File: config.mk
export PLATFORM = sky130hd
export DESIGN_NAME = dual_port_mailbox_bypass
export DESIGN_NICKNAME = d
export VERILOG_FILES = /design/src/design/unused_placeholder_none.sv /design/src/design/mailbox_pkg.sv /design/src/design/port_edge_sampler.sv /design/src/design/dual_port_mailbox_bypass.sv
export SDC_FILE = /design/constraint.sdc
export NUM_CORES = 1
export LEC_CHECK = 0
export ABC_CLOCK_PERIOD_IN_PS = 2000
export BUFFER_PORTS_ARGS = -buffer_cell sky130_fd_sc_hd__buf_2
export CORE_UTILIZATION = 52
export CTS_CLUSTER_DIAMETER = 80
export DETAILED_ROUTE_END_ITERATION = 10
export PLACE_DENSITY = 0.76
export SLEW_MARGIN = 20
export SYNTH_ARGS = -nofsm -noshare
export SYNTH_HDL_FRONTEND = slang
export SYNTH_HIERARCHICAL = 1
export SYNTH_SLANG_ARGS = --single-unit
export TNS_END_PERCENT = 5
File: constraint.sdc
create_clock -name i_ref_clk -period 2 [get_ports i_ref_clk]
set_input_delay 0.3 -clock i_ref_clk [delete_from_list [all_inputs] [get_ports i_ref_clk]]
set_output_delay 0.3 -clock i_ref_clk [all_outputs]
set_load 0.1 [all_outputs]
File: src/design/unused_placeholder_none.sv
// Intentionally empty file kept for compile order.
`timescale 1ns/100ps

File: src/design/mailbox_pkg.sv
// Shared constants and types for the dual-port mailbox bypass block.
// Summary of operation
// RULE_01: Two independent 36-bit mailboxes, one each way, bypass the FIFO.
// RULE_02: Per-port mailbox select high picks the mailbox, low picks the FIFO.
// RULE_03: Port A clock rise with port A mailbox write stores port A data.
// RULE_04: Port B clock rise with port B mailbox write stores port B data.
// RULE_05: Accepted write drives that mailbox's active-low full flag low.
// RULE_06: Writes to a mailbox whose full flag is low are discarded.
// RULE_07: Port B data shows FIFO output if select low, A-to-B mail if high.
// RULE_08: Port A data always shows the B-to-A mailbox when driven.
// RULE_09: Port B mailbox read sets the A-to-B full flag high.
// RULE_10: Port A mailbox read sets the B-to-A full flag high.
// RULE_11: Reading never alters a mailbox; only accepted writes change it.
// RULE_12: Data pins drive only for a selected read direction, else released.
// RULE_13: Host pulses select and enable for one edge and checks full first; the bench holds select, pulses only enable and writes without checking full.
// RULE_14: After reset both full flags read high so first writes succeed.
package mailbox_pkg;

    // ------------------------------------------------------------------
    // Widths and reset values
    // ------------------------------------------------------------------
    localparam int          MAIL_W       = 36;
    localparam int          SYNC_STAGES  = 3;
    localparam logic        FULL_N_RESET = 1'h1;
    localparam logic [35:0] MAIL_RESET   = 36'h0_0000_0000;

    // ------------------------------------------------------------------
    // Port control and data sampled from one side's pins
    // ------------------------------------------------------------------
    typedef struct packed {
        logic              cs_n;
        logic              wr_rd;
        logic              en;
        logic              mb;
        logic [MAIL_W-1:0] data;
    } port_in_t;

    localparam int PORT_IN_W = MAIL_W + 4;

endpackage

File: src/design/port_edge_sampler.sv
// Samples one port's clock and control pins into the reference clock domain.
`timescale 1ns/100ps
module port_edge_sampler (
    // Reference clock and reset
    input  wire logic                 i_ref_clk,
    input  wire logic                 i_rst,
    // Pins of one port
    input  wire logic                 i_port_clk,
    input  wire mailbox_pkg::port_in_t i_port,
    // Sampled view
    output logic                      o_rise,
    output mailbox_pkg::port_in_t     o_port
);
    import mailbox_pkg::*;

    logic [SYNC_STAGES-1:0] clk_sync_q;
    logic                   clk_filt_q;
    logic                   clk_filt_d;
    logic                   clk_agree;
    port_in_t               bus_sync_q [SYNC_STAGES];

    // ------------------------------------------------------------------
    // Clock level filter
    // ------------------------------------------------------------------
    // The level counts only once the second and third stages agree.
    assign clk_agree  = clk_sync_q[1] == clk_sync_q[2];
    assign clk_filt_d = clk_agree ? clk_sync_q[2] : clk_filt_q;
    assign o_rise     = clk_agree & clk_sync_q[2] & ~clk_filt_q;
    assign o_port     = bus_sync_q[SYNC_STAGES-1];

    // Three-stage shift of the clock pin; stage zero feeds only stage one.
    always_ff @(posedge i_ref_clk) begin
        if (i_rst) begin
            clk_sync_q <= '1;
            clk_filt_q <= 1'h1;    // A clock already high is no edge.
        end else begin
            clk_sync_q <= {clk_sync_q[SYNC_STAGES-2:0], i_port_clk};
            clk_filt_q <= clk_filt_d;
        end
    end

    // Controls and data travel the same depth so they line up with the edge.
    always_ff @(posedge i_ref_clk) begin
        if (i_rst) begin
            for (int i = 0; i < SYNC_STAGES; i++) begin
                bus_sync_q[i] <= '{cs_n: 1'h1, default: '0};
            end
        end else begin
            bus_sync_q[0] <= i_port;
            for (int i = 1; i < SYNC_STAGES; i++) begin
                bus_sync_q[i] <= bus_sync_q[i-1];
            end
        end
    end

endmodule

File: src/design/dual_port_mailbox_bypass.sv
// Two mailbox bypass registers between port A and port B, with full flags.
`timescale 1ns/100ps
module dual_port_mailbox_bypass (
    // Reference clock and reset
    input  wire logic                     i_ref_clk,
    input  wire logic                     i_rst,
    // Port A pins
    input  wire logic                     i_port_a_clock,
    input  wire mailbox_pkg::port_in_t    i_port_a,
    output logic [mailbox_pkg::MAIL_W-1:0] o_port_a_data_bus,
    output logic                          o_port_a_data_oe,
    output logic                          o_b_to_a_mail_full_n,
    // Port B pins
    input  wire logic                     i_port_b_clock,
    input  wire mailbox_pkg::port_in_t    i_port_b,
    output logic [mailbox_pkg::MAIL_W-1:0] o_port_b_data_bus,
    output logic                          o_port_b_data_oe,
    output logic                          o_a_to_b_mail_full_n,
    // FIFO output register word offered to port B
    input  wire logic [mailbox_pkg::MAIL_W-1:0] i_fifo_out_data
);
    import mailbox_pkg::*;

    // ------------------------------------------------------------------
    // Declarations
    // ------------------------------------------------------------------
    logic              a_rise;
    logic              b_rise;
    port_in_t          a_s;
    port_in_t          b_s;
    logic [MAIL_W-1:0] a_to_b_mailbox_q;
    logic [MAIL_W-1:0] b_to_a_mailbox_q;
    logic              a_to_b_full_n_q;
    logic              a_to_b_full_n_d;
    logic              b_to_a_full_n_q;
    logic              b_to_a_full_n_d;
    logic [MAIL_W-1:0] a_data_q;
    logic [MAIL_W-1:0] b_data_q;
    logic [MAIL_W-1:0] b_data_d;
    logic              a_sel;
    logic              b_sel;
    logic              a_mb_wr;
    logic              a_mb_rd;
    logic              b_mb_wr;
    logic              b_mb_rd;
    logic              a_wr_ok;
    logic              b_wr_ok;

    // ------------------------------------------------------------------
    // Pin sampling
    // ------------------------------------------------------------------
    // Each port clock is a pin, so its edges are found in the reference domain.
    port_edge_sampler u_port_a (
        .i_ref_clk  (i_ref_clk),
        .i_rst      (i_rst),
        .i_port_clk (i_port_a_clock),
        .i_port     (i_port_a),
        .o_rise     (a_rise),
        .o_port     (a_s)
    );

    port_edge_sampler u_port_b (
        .i_ref_clk  (i_ref_clk),
        .i_rst      (i_rst),
        .i_port_clk (i_port_b_clock),
        .i_port     (i_port_b),
        .o_rise     (b_rise),
        .o_port     (b_s)
    );

    // ------------------------------------------------------------------
    // Transfer decode
    // ------------------------------------------------------------------
    // A selected transfer needs chip select low and enable high on an edge.
    assign a_sel   = a_rise & ~a_s.cs_n & a_s.en;
    assign b_sel   = b_rise & ~b_s.cs_n & b_s.en;
    // Port A writes with direction high; port B writes with direction low.
    assign a_mb_wr = a_sel & a_s.wr_rd & a_s.mb;   // RULE_02
    assign a_mb_rd = a_sel & ~a_s.wr_rd & a_s.mb;  // RULE_02
    assign b_mb_wr = b_sel & ~b_s.wr_rd & b_s.mb;  // RULE_02
    assign b_mb_rd = b_sel & b_s.wr_rd & b_s.mb;   // RULE_02
    // A write lands only while its mailbox shows empty.
    assign a_wr_ok = a_mb_wr & a_to_b_full_n_q;    // RULE_06
    assign b_wr_ok = b_mb_wr & b_to_a_full_n_q;    // RULE_06

    // ------------------------------------------------------------------
    // Full flags
    // ------------------------------------------------------------------
    // A write in the same cycle as the consuming read wins, so mail is kept.
    assign a_to_b_full_n_d = a_wr_ok ? 1'h0 :      // RULE_05
                             b_mb_rd ? 1'h1 :      // RULE_09
                             a_to_b_full_n_q;
    assign b_to_a_full_n_d = b_wr_ok ? 1'h0 :      // RULE_05
                             a_mb_rd ? 1'h1 :      // RULE_10
                             b_to_a_full_n_q;

    // Flags come up empty so the first write from either side is accepted.
    always_ff @(posedge i_ref_clk) begin
        if (i_rst) begin
            a_to_b_full_n_q <= FULL_N_RESET;       // RULE_14
            b_to_a_full_n_q <= FULL_N_RESET;       // RULE_14
        end else begin
            a_to_b_full_n_q <= a_to_b_full_n_d;
            b_to_a_full_n_q <= b_to_a_full_n_d;
        end
    end

    // ------------------------------------------------------------------
    // Mail storage
    // ------------------------------------------------------------------
    // Each mailbox loads only on an accepted write; reads leave it intact.
    always_ff @(posedge i_ref_clk) begin
        if (i_rst) begin
            a_to_b_mailbox_q <= MAIL_RESET;
            b_to_a_mailbox_q <= MAIL_RESET;
        end else begin
            if (a_wr_ok) begin
                a_to_b_mailbox_q <= a_s.data;      // RULE_03 RULE_01 RULE_11
            end
            if (b_wr_ok) begin
                b_to_a_mailbox_q <= b_s.data;      // RULE_04 RULE_01 RULE_11
            end
        end
    end

    // ------------------------------------------------------------------
    // Output data paths
    // ------------------------------------------------------------------
    // Port B selects between the FIFO output word and the A-to-B mail.
    assign b_data_d = b_s.mb ? a_to_b_mailbox_q : i_fifo_out_data; // RULE_07

    // Data outputs are registered so they settle cleanly toward the pins.
    always_ff @(posedge i_ref_clk) begin
        if (i_rst) begin
            a_data_q <= MAIL_RESET;
            b_data_q <= MAIL_RESET;
        end else begin
            a_data_q <= b_to_a_mailbox_q;          // RULE_08
            b_data_q <= b_data_d;                  // RULE_07
        end
    end

    // Drive enables follow the sampled chip select and direction levels.
    assign o_port_a_data_oe     = ~a_s.cs_n & ~a_s.wr_rd;  // RULE_12
    assign o_port_b_data_oe     = ~b_s.cs_n & b_s.wr_rd;   // RULE_12
    assign o_port_a_data_bus    = a_data_q;
    assign o_port_b_data_bus    = b_data_q;
    assign o_a_to_b_mail_full_n = a_to_b_full_n_q;
    assign o_b_to_a_mail_full_n = b_to_a_full_n_q;
endmodule

### Word-level counts from Yosys, hierarchy flattened

Memories as Yosys holds them, arrays and structs flattened.
Index checks and enable logic that the tools add are counted.

| cells by class | value |
|---|---|
| multiplexer cells | 14 |
| reduce and logical (&&, ||, !) cells | 2 |
| equal/unequal tests | 2 |
| bitwise gates (word level) | 32 |

Operators by type and width:

| operator | number |
|---|---|
| $mux W40 | 6 |
| $mux W36 | 1 |
| $and A1 B1 Y1 | 20 |
| $mux W1 | 7 |
| $not A1 Y1 | 6 |
| $or A1 B1 Y1 | 6 |
| $reduce_bool A2 Y1 | 2 |
| $eq A1 B1 Y1 | 2 |

| storage, ports and cells | value |
|---|---|
| input bits | 120 |
| memories kept | 2 |
| logic and storage cells | 62 |
| memory bits (writable) | 240 |
| output and inout port bits | 76 |
| flip-flop bits (word level) | 154 |

Memories:

| name | words | width | read ports | clocked after Yosys merged registers in | wr ports | RTL line | source |
|---|---|---|---|---|---|---|---|
| u_port_a.bus_sync_q | 3 | 40 | 3 | 0 | 3 | port_edge_sampler.sv:20 | `port_in_t bus_sync_q [SYNC_STAGES];` |
| u_port_b.bus_sync_q | 3 | 40 | 3 | 0 | 3 | port_edge_sampler.sv:20 |  |

### Longest topological paths before layout

Gate-level depths: netlist (run 1).

| depth | value |
|---|---|
| word-level depth | 9 |
| mapped depth | 7 |
| mapped depth without buffers | 5 |

### By module

Netlist (run 1), hierarchy kept.

By module, submodules not included:

| module | area an instance (um^2) | sequential area each (um^2) | instances | cells an instance |
|---|---|---|---|---|
| port_edge_sampler | 3,668.5 | 2,482.4 | 2 | 304 |
| dual_port_mailbox_bypass | 5,445.2 | 2,922.8 | 1 | 477 |

### Worst setup path after synthesis (run 1)

Ideal clock, no wire load.

| timing | value |
|---|---|
| path type | register -> output |
| from | memory u_port_b/bus_sync_q[0][118] (netlist bit) |
| to | output o_port_b_data_oe |
| data arrival time | 1,739 ps |
| slack | -39 ps |
| stages on the path, launching flop included | 3 |
| data required time | 1,700 ps |
| path buffers | 1 |
| path through | dfxtp_1 -> buf_4 -> nor2b_1 |

RTL lines:

| item | RTL line | source |
|---|---|---|
| from (decl) | port_edge_sampler.sv:20 |  |
| to (decl) | dual_port_mailbox_bypass.sv:17 | `output logic o_port_b_data_oe,` |

### Final worst setup path (run 1)

| timing | value |
|---|---|
| from | register u_port_b.clk_sync_q[2] |
| to | register b_to_a_mailbox_q[0] |

| between the ends | value |
|---|---|
| word-level cells in the longest chain between the ends | 8 |

Ends and longest elaborated chain:

| item | RTL line | source |
|---|---|---|
| from (decl) | port_edge_sampler.sv:16 | `logic [SYNC_STAGES-1:0] clk_sync_q;` |
| from (signal assigned) | port_edge_sampler.sv:37 | `clk_sync_q <= {clk_sync_q[SYNC_STAGES-2:0], i_port_clk};` |
| $eq A1 B1 Y1 | port_edge_sampler.sv:26 | `assign clk_agree = clk_sync_q[1] == clk_sync_q[2];` |
| $and A1 B1 Y1 (*) (2 in series) | port_edge_sampler.sv:28 | `assign o_rise = clk_agree & clk_sync_q[2] & ~clk_filt_q;` |
| net b_rise | dual_port_mailbox_bypass.sv:28 | `logic b_rise;` |
| $and A1 B1 Y1 (*) (2 in series) | dual_port_mailbox_bypass.sv:76 | `assign b_sel = b_rise & ~b_s.cs_n & b_s.en;` |
| $and A1 B1 Y1 (*) (2 in series) | dual_port_mailbox_bypass.sv:80 | `assign b_mb_wr = b_sel & ~b_s.wr_rd & b_s.mb;` |
| $and A1 B1 Y1 (*) | dual_port_mailbox_bypass.sv:84 | `assign b_wr_ok = b_mb_wr & b_to_a_full_n_q;` |
| to (signal assigned) | dual_port_mailbox_bypass.sv:121 | `b_to_a_mailbox_q <= b_s.data;` |
| to (decl) | dual_port_mailbox_bypass.sv:32 | `logic [MAIL_W-1:0] b_to_a_mailbox_q;` |

Mark *: on every way through the listed nets, which the timed path passes. The rest lies on a longest branch.
A chain may end at the register's enable or synchronous reset.

==> flow_summary.json, run 1 <==
{
  "rsz0062_at_grt": "false",
  "path_max_fanout": 37,
  "remaining_drc_errors": 0,
  "num_io_pins": 196,
  "grt_usage": 0.163,
  "crit_chain": "ha_1, nor2b_1, and4b_1, and3b_2, buf_12, mux2_2",
  "gp_congestion": 0.793,
  "start_kind": "flop",
  "initialDrtViolationCount": 326,
  "drt-pass1-iter-count": 4,
  "cts_setup_buffers": 0,
  "max_slew_margin": 0.537,
  "pwr_density_cell_nw_per_um2": 1060,
  "core_um2": 24200,
  "setup_tns_ps": 0,
  "max_slew.worst_pin.slew_ps": 695,
  "path_class": "reg2reg",
  "fin_crit_ps": 1790,
  "cts_buffer_depth": 3,
  "die_x_um": 159,
  "fmax_mhz": 559,
  "crit_family": "simple AND/OR/NAND/NOR gates",
  "required_ps": 2400,
  "clk_latency_ps": 520,
  "io_buffer_count": 195,
  "synth_cell_type_count": 22,
  "timing.hold.ws_ps": 11.4,
  "layout_common_cells": "dfxtp_1, nor2b_1, buf_2",
  "grt_pass1_vias": 6766,
  "finalSetupViolations": 0,
  "initial_core_util": 0.527,
  "fin_util": 0.629,
  "slew_viol_final": 0,
  "antenna_found_initial": 1,
  "status": "finished, final reports clean",
  "netlist_instances": 1085,
  "die_height_um": 159,
  "cap_viol_max_count": 0,
  "synthesis.area_um2": 12800,
  "rows": 57,
  "crit_slowest_cell": "mux2_2",
  "ant_nets": 0,
  "synth_warnings": 6,
  "critPathArrivalTime_ps": 2190,
  "grt-ovfl-total": 0,
  "final-hold-violation-count": 0,
  "cts_tree": "done",
  "cts_htree_levels": 2,
  "cpPeakStageDelay_ps": 370,
  "finalWorstSetupSlack_ps": 211,
  "final_common_cell": "dfxtp_1",
  "syn2layout_area_growth_pct": 19.4,
  "min_path_type": "in2reg",
  "ys_seq_elements": 394,
  "wirelength_um": 20400,
  "critPathCaptureType": "flop",
  "dieArea_um2": 25200,
  "leakagePower_uw": 0.00634,
  "grt_pass1_wl_um": 33200,
  "grt_max_degree": 98,
  "dp_hpwl_um": 12500,
  "fin_nets": 1375,
  "fin_skew_ps": 19.8,
  "wire_per_inst_um": 12.7,
  "drive_gt1_frac": 0.251,
  "cts.sinks": 394,
  "cts_made_buffers": 39,
  "critical_path_buf_inv_count": 1,
  "clk_pin_slew_ps": 60,
  "synth_fp_nets": 1207,
  "syn_area_per_cell_um2": 11.8,
  "drt-vias-per-instance": 4.30,
  "vdd_drop_max_uv": 630,
  "vias": 6912,
  "clockRootBuffer": "clkbuf_16",
  "finalCritPeriodShare": 0.895,
  "yosysSeqAreaShare": 0.617,
  "place_ws_ps": 219
}
-- logic make-up after synthesis --
kind of cell,after synthesis,share of synthesized area
flops,394,0.617
fa+ha+maj,2,0.00196
mux,108,0.0966
compound gates,6,0.00333
buf+inv,139,0.0741
simple gates,436,0.207
-- layer usage --
metal  GRT usage  vias to the layer above  share of wire
met1       0.212                     3094           0.47
met5           0                        -              0
met2       0.264                      147           0.46
met3      0.0361                       40          0.041
met4      0.0635                        0          0.024
li1            -                     3631              -
-- power by group --
part	internal [uW]	total [uW]	switching, uW
clock network	4260	7080	2820
logic	372	944	572
registers	8090	8140	52.9
-- cell type report --
type	count	area (um^2)
fillers	1894	8990
multi-input cells	552	3950
well taps	324	405
clock inverters	9	87.6
repair buffers	265	1720
clock buffers	61	1200
diodes	1	2.50
flip-flops and latches	394	7890
inverters	1	3.75
-- state kept, by name, indices dropped and copies added, names as in the netlist --
signal / flops
u_port_a/clk_sync_q: 3
o_a_to_b_mail_full_n: 1
u_port_a/clk_filt_q: 1
o_port_b_data_bus: 36
a_to_b_mailbox_q: 36
u_port_b/clk_sync_q: 3
o_b_to_a_mail_full_n: 1
u_port_a/bus_sync_q: 120
b_to_a_mailbox_q: 36
u_port_b/clk_filt_q: 1
u_port_b/bus_sync_q: 120
o_port_a_data_bus: 36
-- worst reg2reg max path: stages, from the launching register on --
cell and delay (ps):
dfxtp_1 330, ha_1 140, nor2b_1 110, and4b_1 210, and3b_2 210, buf_12 260, mux2_2 400
-- cells in the mapped netlist (all sizes together) --
master	n	area share
and3b	1	0.00069
a211o	2	0.0014
or2	12	0.0059
nor2b	311	0.15
nand2b	72	0.035
nor2	37	0.011
mux2i	72	0.056
dfxtp	394	0.62
clkbuf	15	0.0044
and4b	2	0.0016
and3	1	0.00049
o21bai	2	0.0012
mux2	36	0.040
ha	2	0.0020
inv	1	0.00029
a21oi	2	0.00078
buf	123	0.069
-- stage by stage --
step | instances | power, uW | area (um^2)
after CTS | 1605 | 16300 | 15200
after floorplan | 1085 | 9000 | 12800
after global placement | 1482 | 9160 | 13400
after global routing | 1607 | 16800 | 15300
final | 1607 | 16200 | 15300
after detailed placement | 1482 | 9170 | 13400
-- worst paths after layout --
check | start | endpoint | slack [ps] | cells past startpoint
max | u_port_b/clk_sync_q[2]$_SDFF_PP1_ | b_to_a_mailbox_q[0]$_SDFFE_PP0P_ | 210 | 6
min | i_port_b[6] | u_port_b/bus_sync_q[0][6]$_SDFF_PP0_ | 10 | 2
max reg2reg | u_port_b/clk_sync_q[2]$_SDFF_PP1_ | b_to_a_mailbox_q[0]$_SDFFE_PP0P_ | 210 | 6
min reg2reg | u_port_a/bus_sync_q[0][39]$_SDFF_PP1_ | u_port_a/bus_sync_q[0][79]$_SDFF_PP1_ | 400 | 1
-- what timing repair did --
item,CTS,global route
gates resized for setup,0,0
hold buffers,53,1
setup endpoints to repair,0,0
hold endpoints to repair,53,1
Note: power is estimated with default switching activity, not from simulation.
==> run 2: changes to the inputs <==
--- a/config.mk
+++ b/config.mk
@@ -7,6 +7,7 @@
 export LEC_CHECK = 0
 export ABC_CLOCK_PERIOD_IN_PS = 2000
 export BUFFER_PORTS_ARGS = -buffer_cell sky130_fd_sc_hd__buf_2
+export CORE_MARGIN = 4
 export CORE_UTILIZATION = 52
 export CTS_CLUSTER_DIAMETER = 80
 export DETAILED_ROUTE_END_ITERATION = 10
==> constraint.sdc (replaced) <==
create_clock -name i_ref_clk -period 2 [get_ports i_ref_clk]
set_input_delay 0.3 -clock i_ref_clk [delete_from_list [all_inputs] [get_ports i_ref_clk]]
set_output_delay 0.3 -clock i_ref_clk [all_outputs]
set_load 0.02 [all_outputs]
==> flow_summary.json, run 2 (synthesis results as in run 1) <==
{
  "critPathCaptureType": "flop",
  "clockRootBuffer": "clkbuf_16",
  "path_class": "reg2reg",
  "cts_setup_buffers": 0,
  "path_max_fanout": 25,
  "drt-pass1-iter-count": 4,
  "dieArea_um2": 27200,
  "ff_latch_area_um2": 7890,
  "cts_tree": "done",
  "critPathArrivalTime_ps": 2190,
  "finalSetupViolations": 0,
  "clk_pin_slew_ps": 60,
  "drive_gt1_frac": 0.257,
  "initialDrtViolationCount": 341,
  "syn2layout_area_growth_pct": 20.0,
  "startpoint": "u_port_b/clk_sync_q[2]$_SDFF_PP1_",
  "crit_slowest_cell": "mux2_2",
  "status": "finished, final reports clean",
  "place_area_um2": 13500,
  "final_common_cell": "dfxtp_1",
  "crit_chain": "ha_1, nor2b_1, and4b_1, and3b_2, buf_12, mux2_2",
  "grt_pass1_wl_um": 33500,
  "cts_htree_levels": 2,
  "cts_made_buffers": 39,
  "finalCritPeriodShare": 0.891,
  "cap_viol_max_count": 0,
  "num_io_pins": 196,
  "io_buffer_count": 195,
  "crit_family": "simple AND/OR/NAND/NOR gates",
  "ant_nets": 0,
  "antenna_found_initial": 0,
  "cpPeakStageDelay_ps": 360,
  "fin_area_um2": 15300,
  "wirelength_um": 21100,
  "vias": 6924,
  "reg2reg_slack_ps": 220,
  "vdd_drop_max_uv": 605,
  "dp_cells": 1487,
  "die_x_um": 165,
  "fillerInstances": 1856,
  "initial_core_util": 0.527,
  "grt_usage": 0.153,
  "die_height_um": 165,
  "worst_r2r_endpoint": "b_to_a_mailbox_q[1]$_SDFFE_PP0P_",
  "remaining_drc_errors": 0,
  "dp_hpwl_um": 13400,
  "required_ps": 2410,
  "gp_congestion": 0.764,
  "multi_input_comb_area_um2": 3950,
  "fin_crit_ps": 1780,
  "fin_skew_ps": 17.7,
  "leakagePower_uw": 0.00637,
  "rows": 57,
  "cts.sinks": 394,
  "max_slew_margin": 0.535,
  "cts_buffer_depth": 3,
  "drt-vias-per-instance": 4.31,
  "fin_nets": 1375,
  "setup_tns_ps": 0,
  "final-hold-violation-count": 0,
  "fmax_mhz": 561,
  "reg2reg_from": "u_port_b/clk_sync_q[2]$_SDFF_PP1_",
  "wire_per_inst_um": 13.2,
  "whs_path_depth": 2,
  "hold_start": "i_port_a[37]",
  "clk_latency_ps": 520,
  "reg_top3": "u_port_a/bus_sync_q: 120 flops, u_port_b/bus_sync_q: 120 flops",
  "pwr_density_cell_nw_per_um2": 1050,
  "final_cells": 1605,
  "grt_pass1_vias": 6818,
  "r2r_cells": 6,
  "critical_path_buf_inv_count": 1,
  "min_path_type": "in2reg",
  "start_kind": "flop",
  "slew_viol_final": 0,
  "grt-ovfl-total": 0,
  "grt_max_degree": 73,
  "layout_common_cells": "dfxtp_1, nor2b_1, buf_2",
  "antenna_cells": 0,
  "rsz0062_at_grt": "false",
  "core_um2": 24200,
  "max_slew.worst_pin.slew_ps": 698,
  "min_to": "u_port_a/bus_sync_q[0][37]$_SDFF_PP0_"
}
run 2: repair_timing:
action                                 in CTS  in global routing
setup endpoints to repair                   0                  0
gates resized for setup                     0                  0
endpoints found under the hold margin      49                  0
hold buffers                               49                  0
run 2: worst max-delay path by stage:
stage                                        endpoint  depth (start not counted)
finish               b_to_a_mailbox_q[1]$_SDFFE_PP0P_                          6
global route         b_to_a_mailbox_q[4]$_SDFFE_PP0P_                          6
CTS                  b_to_a_mailbox_q[1]$_SDFFE_PP0P_                          6
detailed placement   b_to_a_mailbox_q[1]$_SDFFE_PP0P_                          6
global placement     b_to_a_mailbox_q[1]$_SDFFE_PP0P_                          6
floorplan           b_to_a_mailbox_q[10]$_SDFFE_PP0P_                          7
run 2: layout make-up:
class / count / area share
Clock buffer: 56 / 0.0764
Sequential cell: 394 / 0.514
Inverter: 1 / 0.000245
Clock inverter: 13 / 0.00946
Timing Repair Buffer: 265 / 0.116
Multi-Input combinational cell: 552 / 0.258
Tap cell: 324 / 0.0264
run 2: worst reg2reg max path, delay by kind of cell, from the launching register on:
| family | cells | cell delay (ps) |
|---|---|---|
| adder cells (fa/ha/maj) | 1 | 130 |
| flip-flops | 1 | 330 |
| multiplexers | 1 | 370 |
| AND/OR/NAND/NOR | 3 | 610 |
| buffers and inverters | 1 | 240 |
run 2: layer usage:
metal | wire length [um] | vias up | global-route usage | share of wire
met5 | 0 | - | 0 | 0
met4 | 586 | 0 | 0.0582 | 0.028
met3 | 1110 | 48 | 0.0349 | 0.052
met2 | 10100 | 148 | 0.256 | 0.48
met1 | 9350 | 3094 | 0.194 | 0.44
li1 | - | 3634 | - | -
run 2: metrics by stage:
step	power [uW]	util	hold slack [ps]	setup WS [ps]
6_report	16000	0.632	16.1	218
5_1_grt	16700	0.632	0.318	109
4_1_cts	16200	0.632	0.505	204
3_5_place_dp	8950	0.558	391	208
3_3_place_gp	8940	0.558	387	248
2_1_floorplan	8750	-	383	379
run 2: where the power goes:
group	total [uW]	leakage [uW]	internal (uW)	switching [uW]
clock	7190	0.000642	4350	2840
combinational	711	0.00250	384	327
sequential	8140	0.00323	8090	53.6
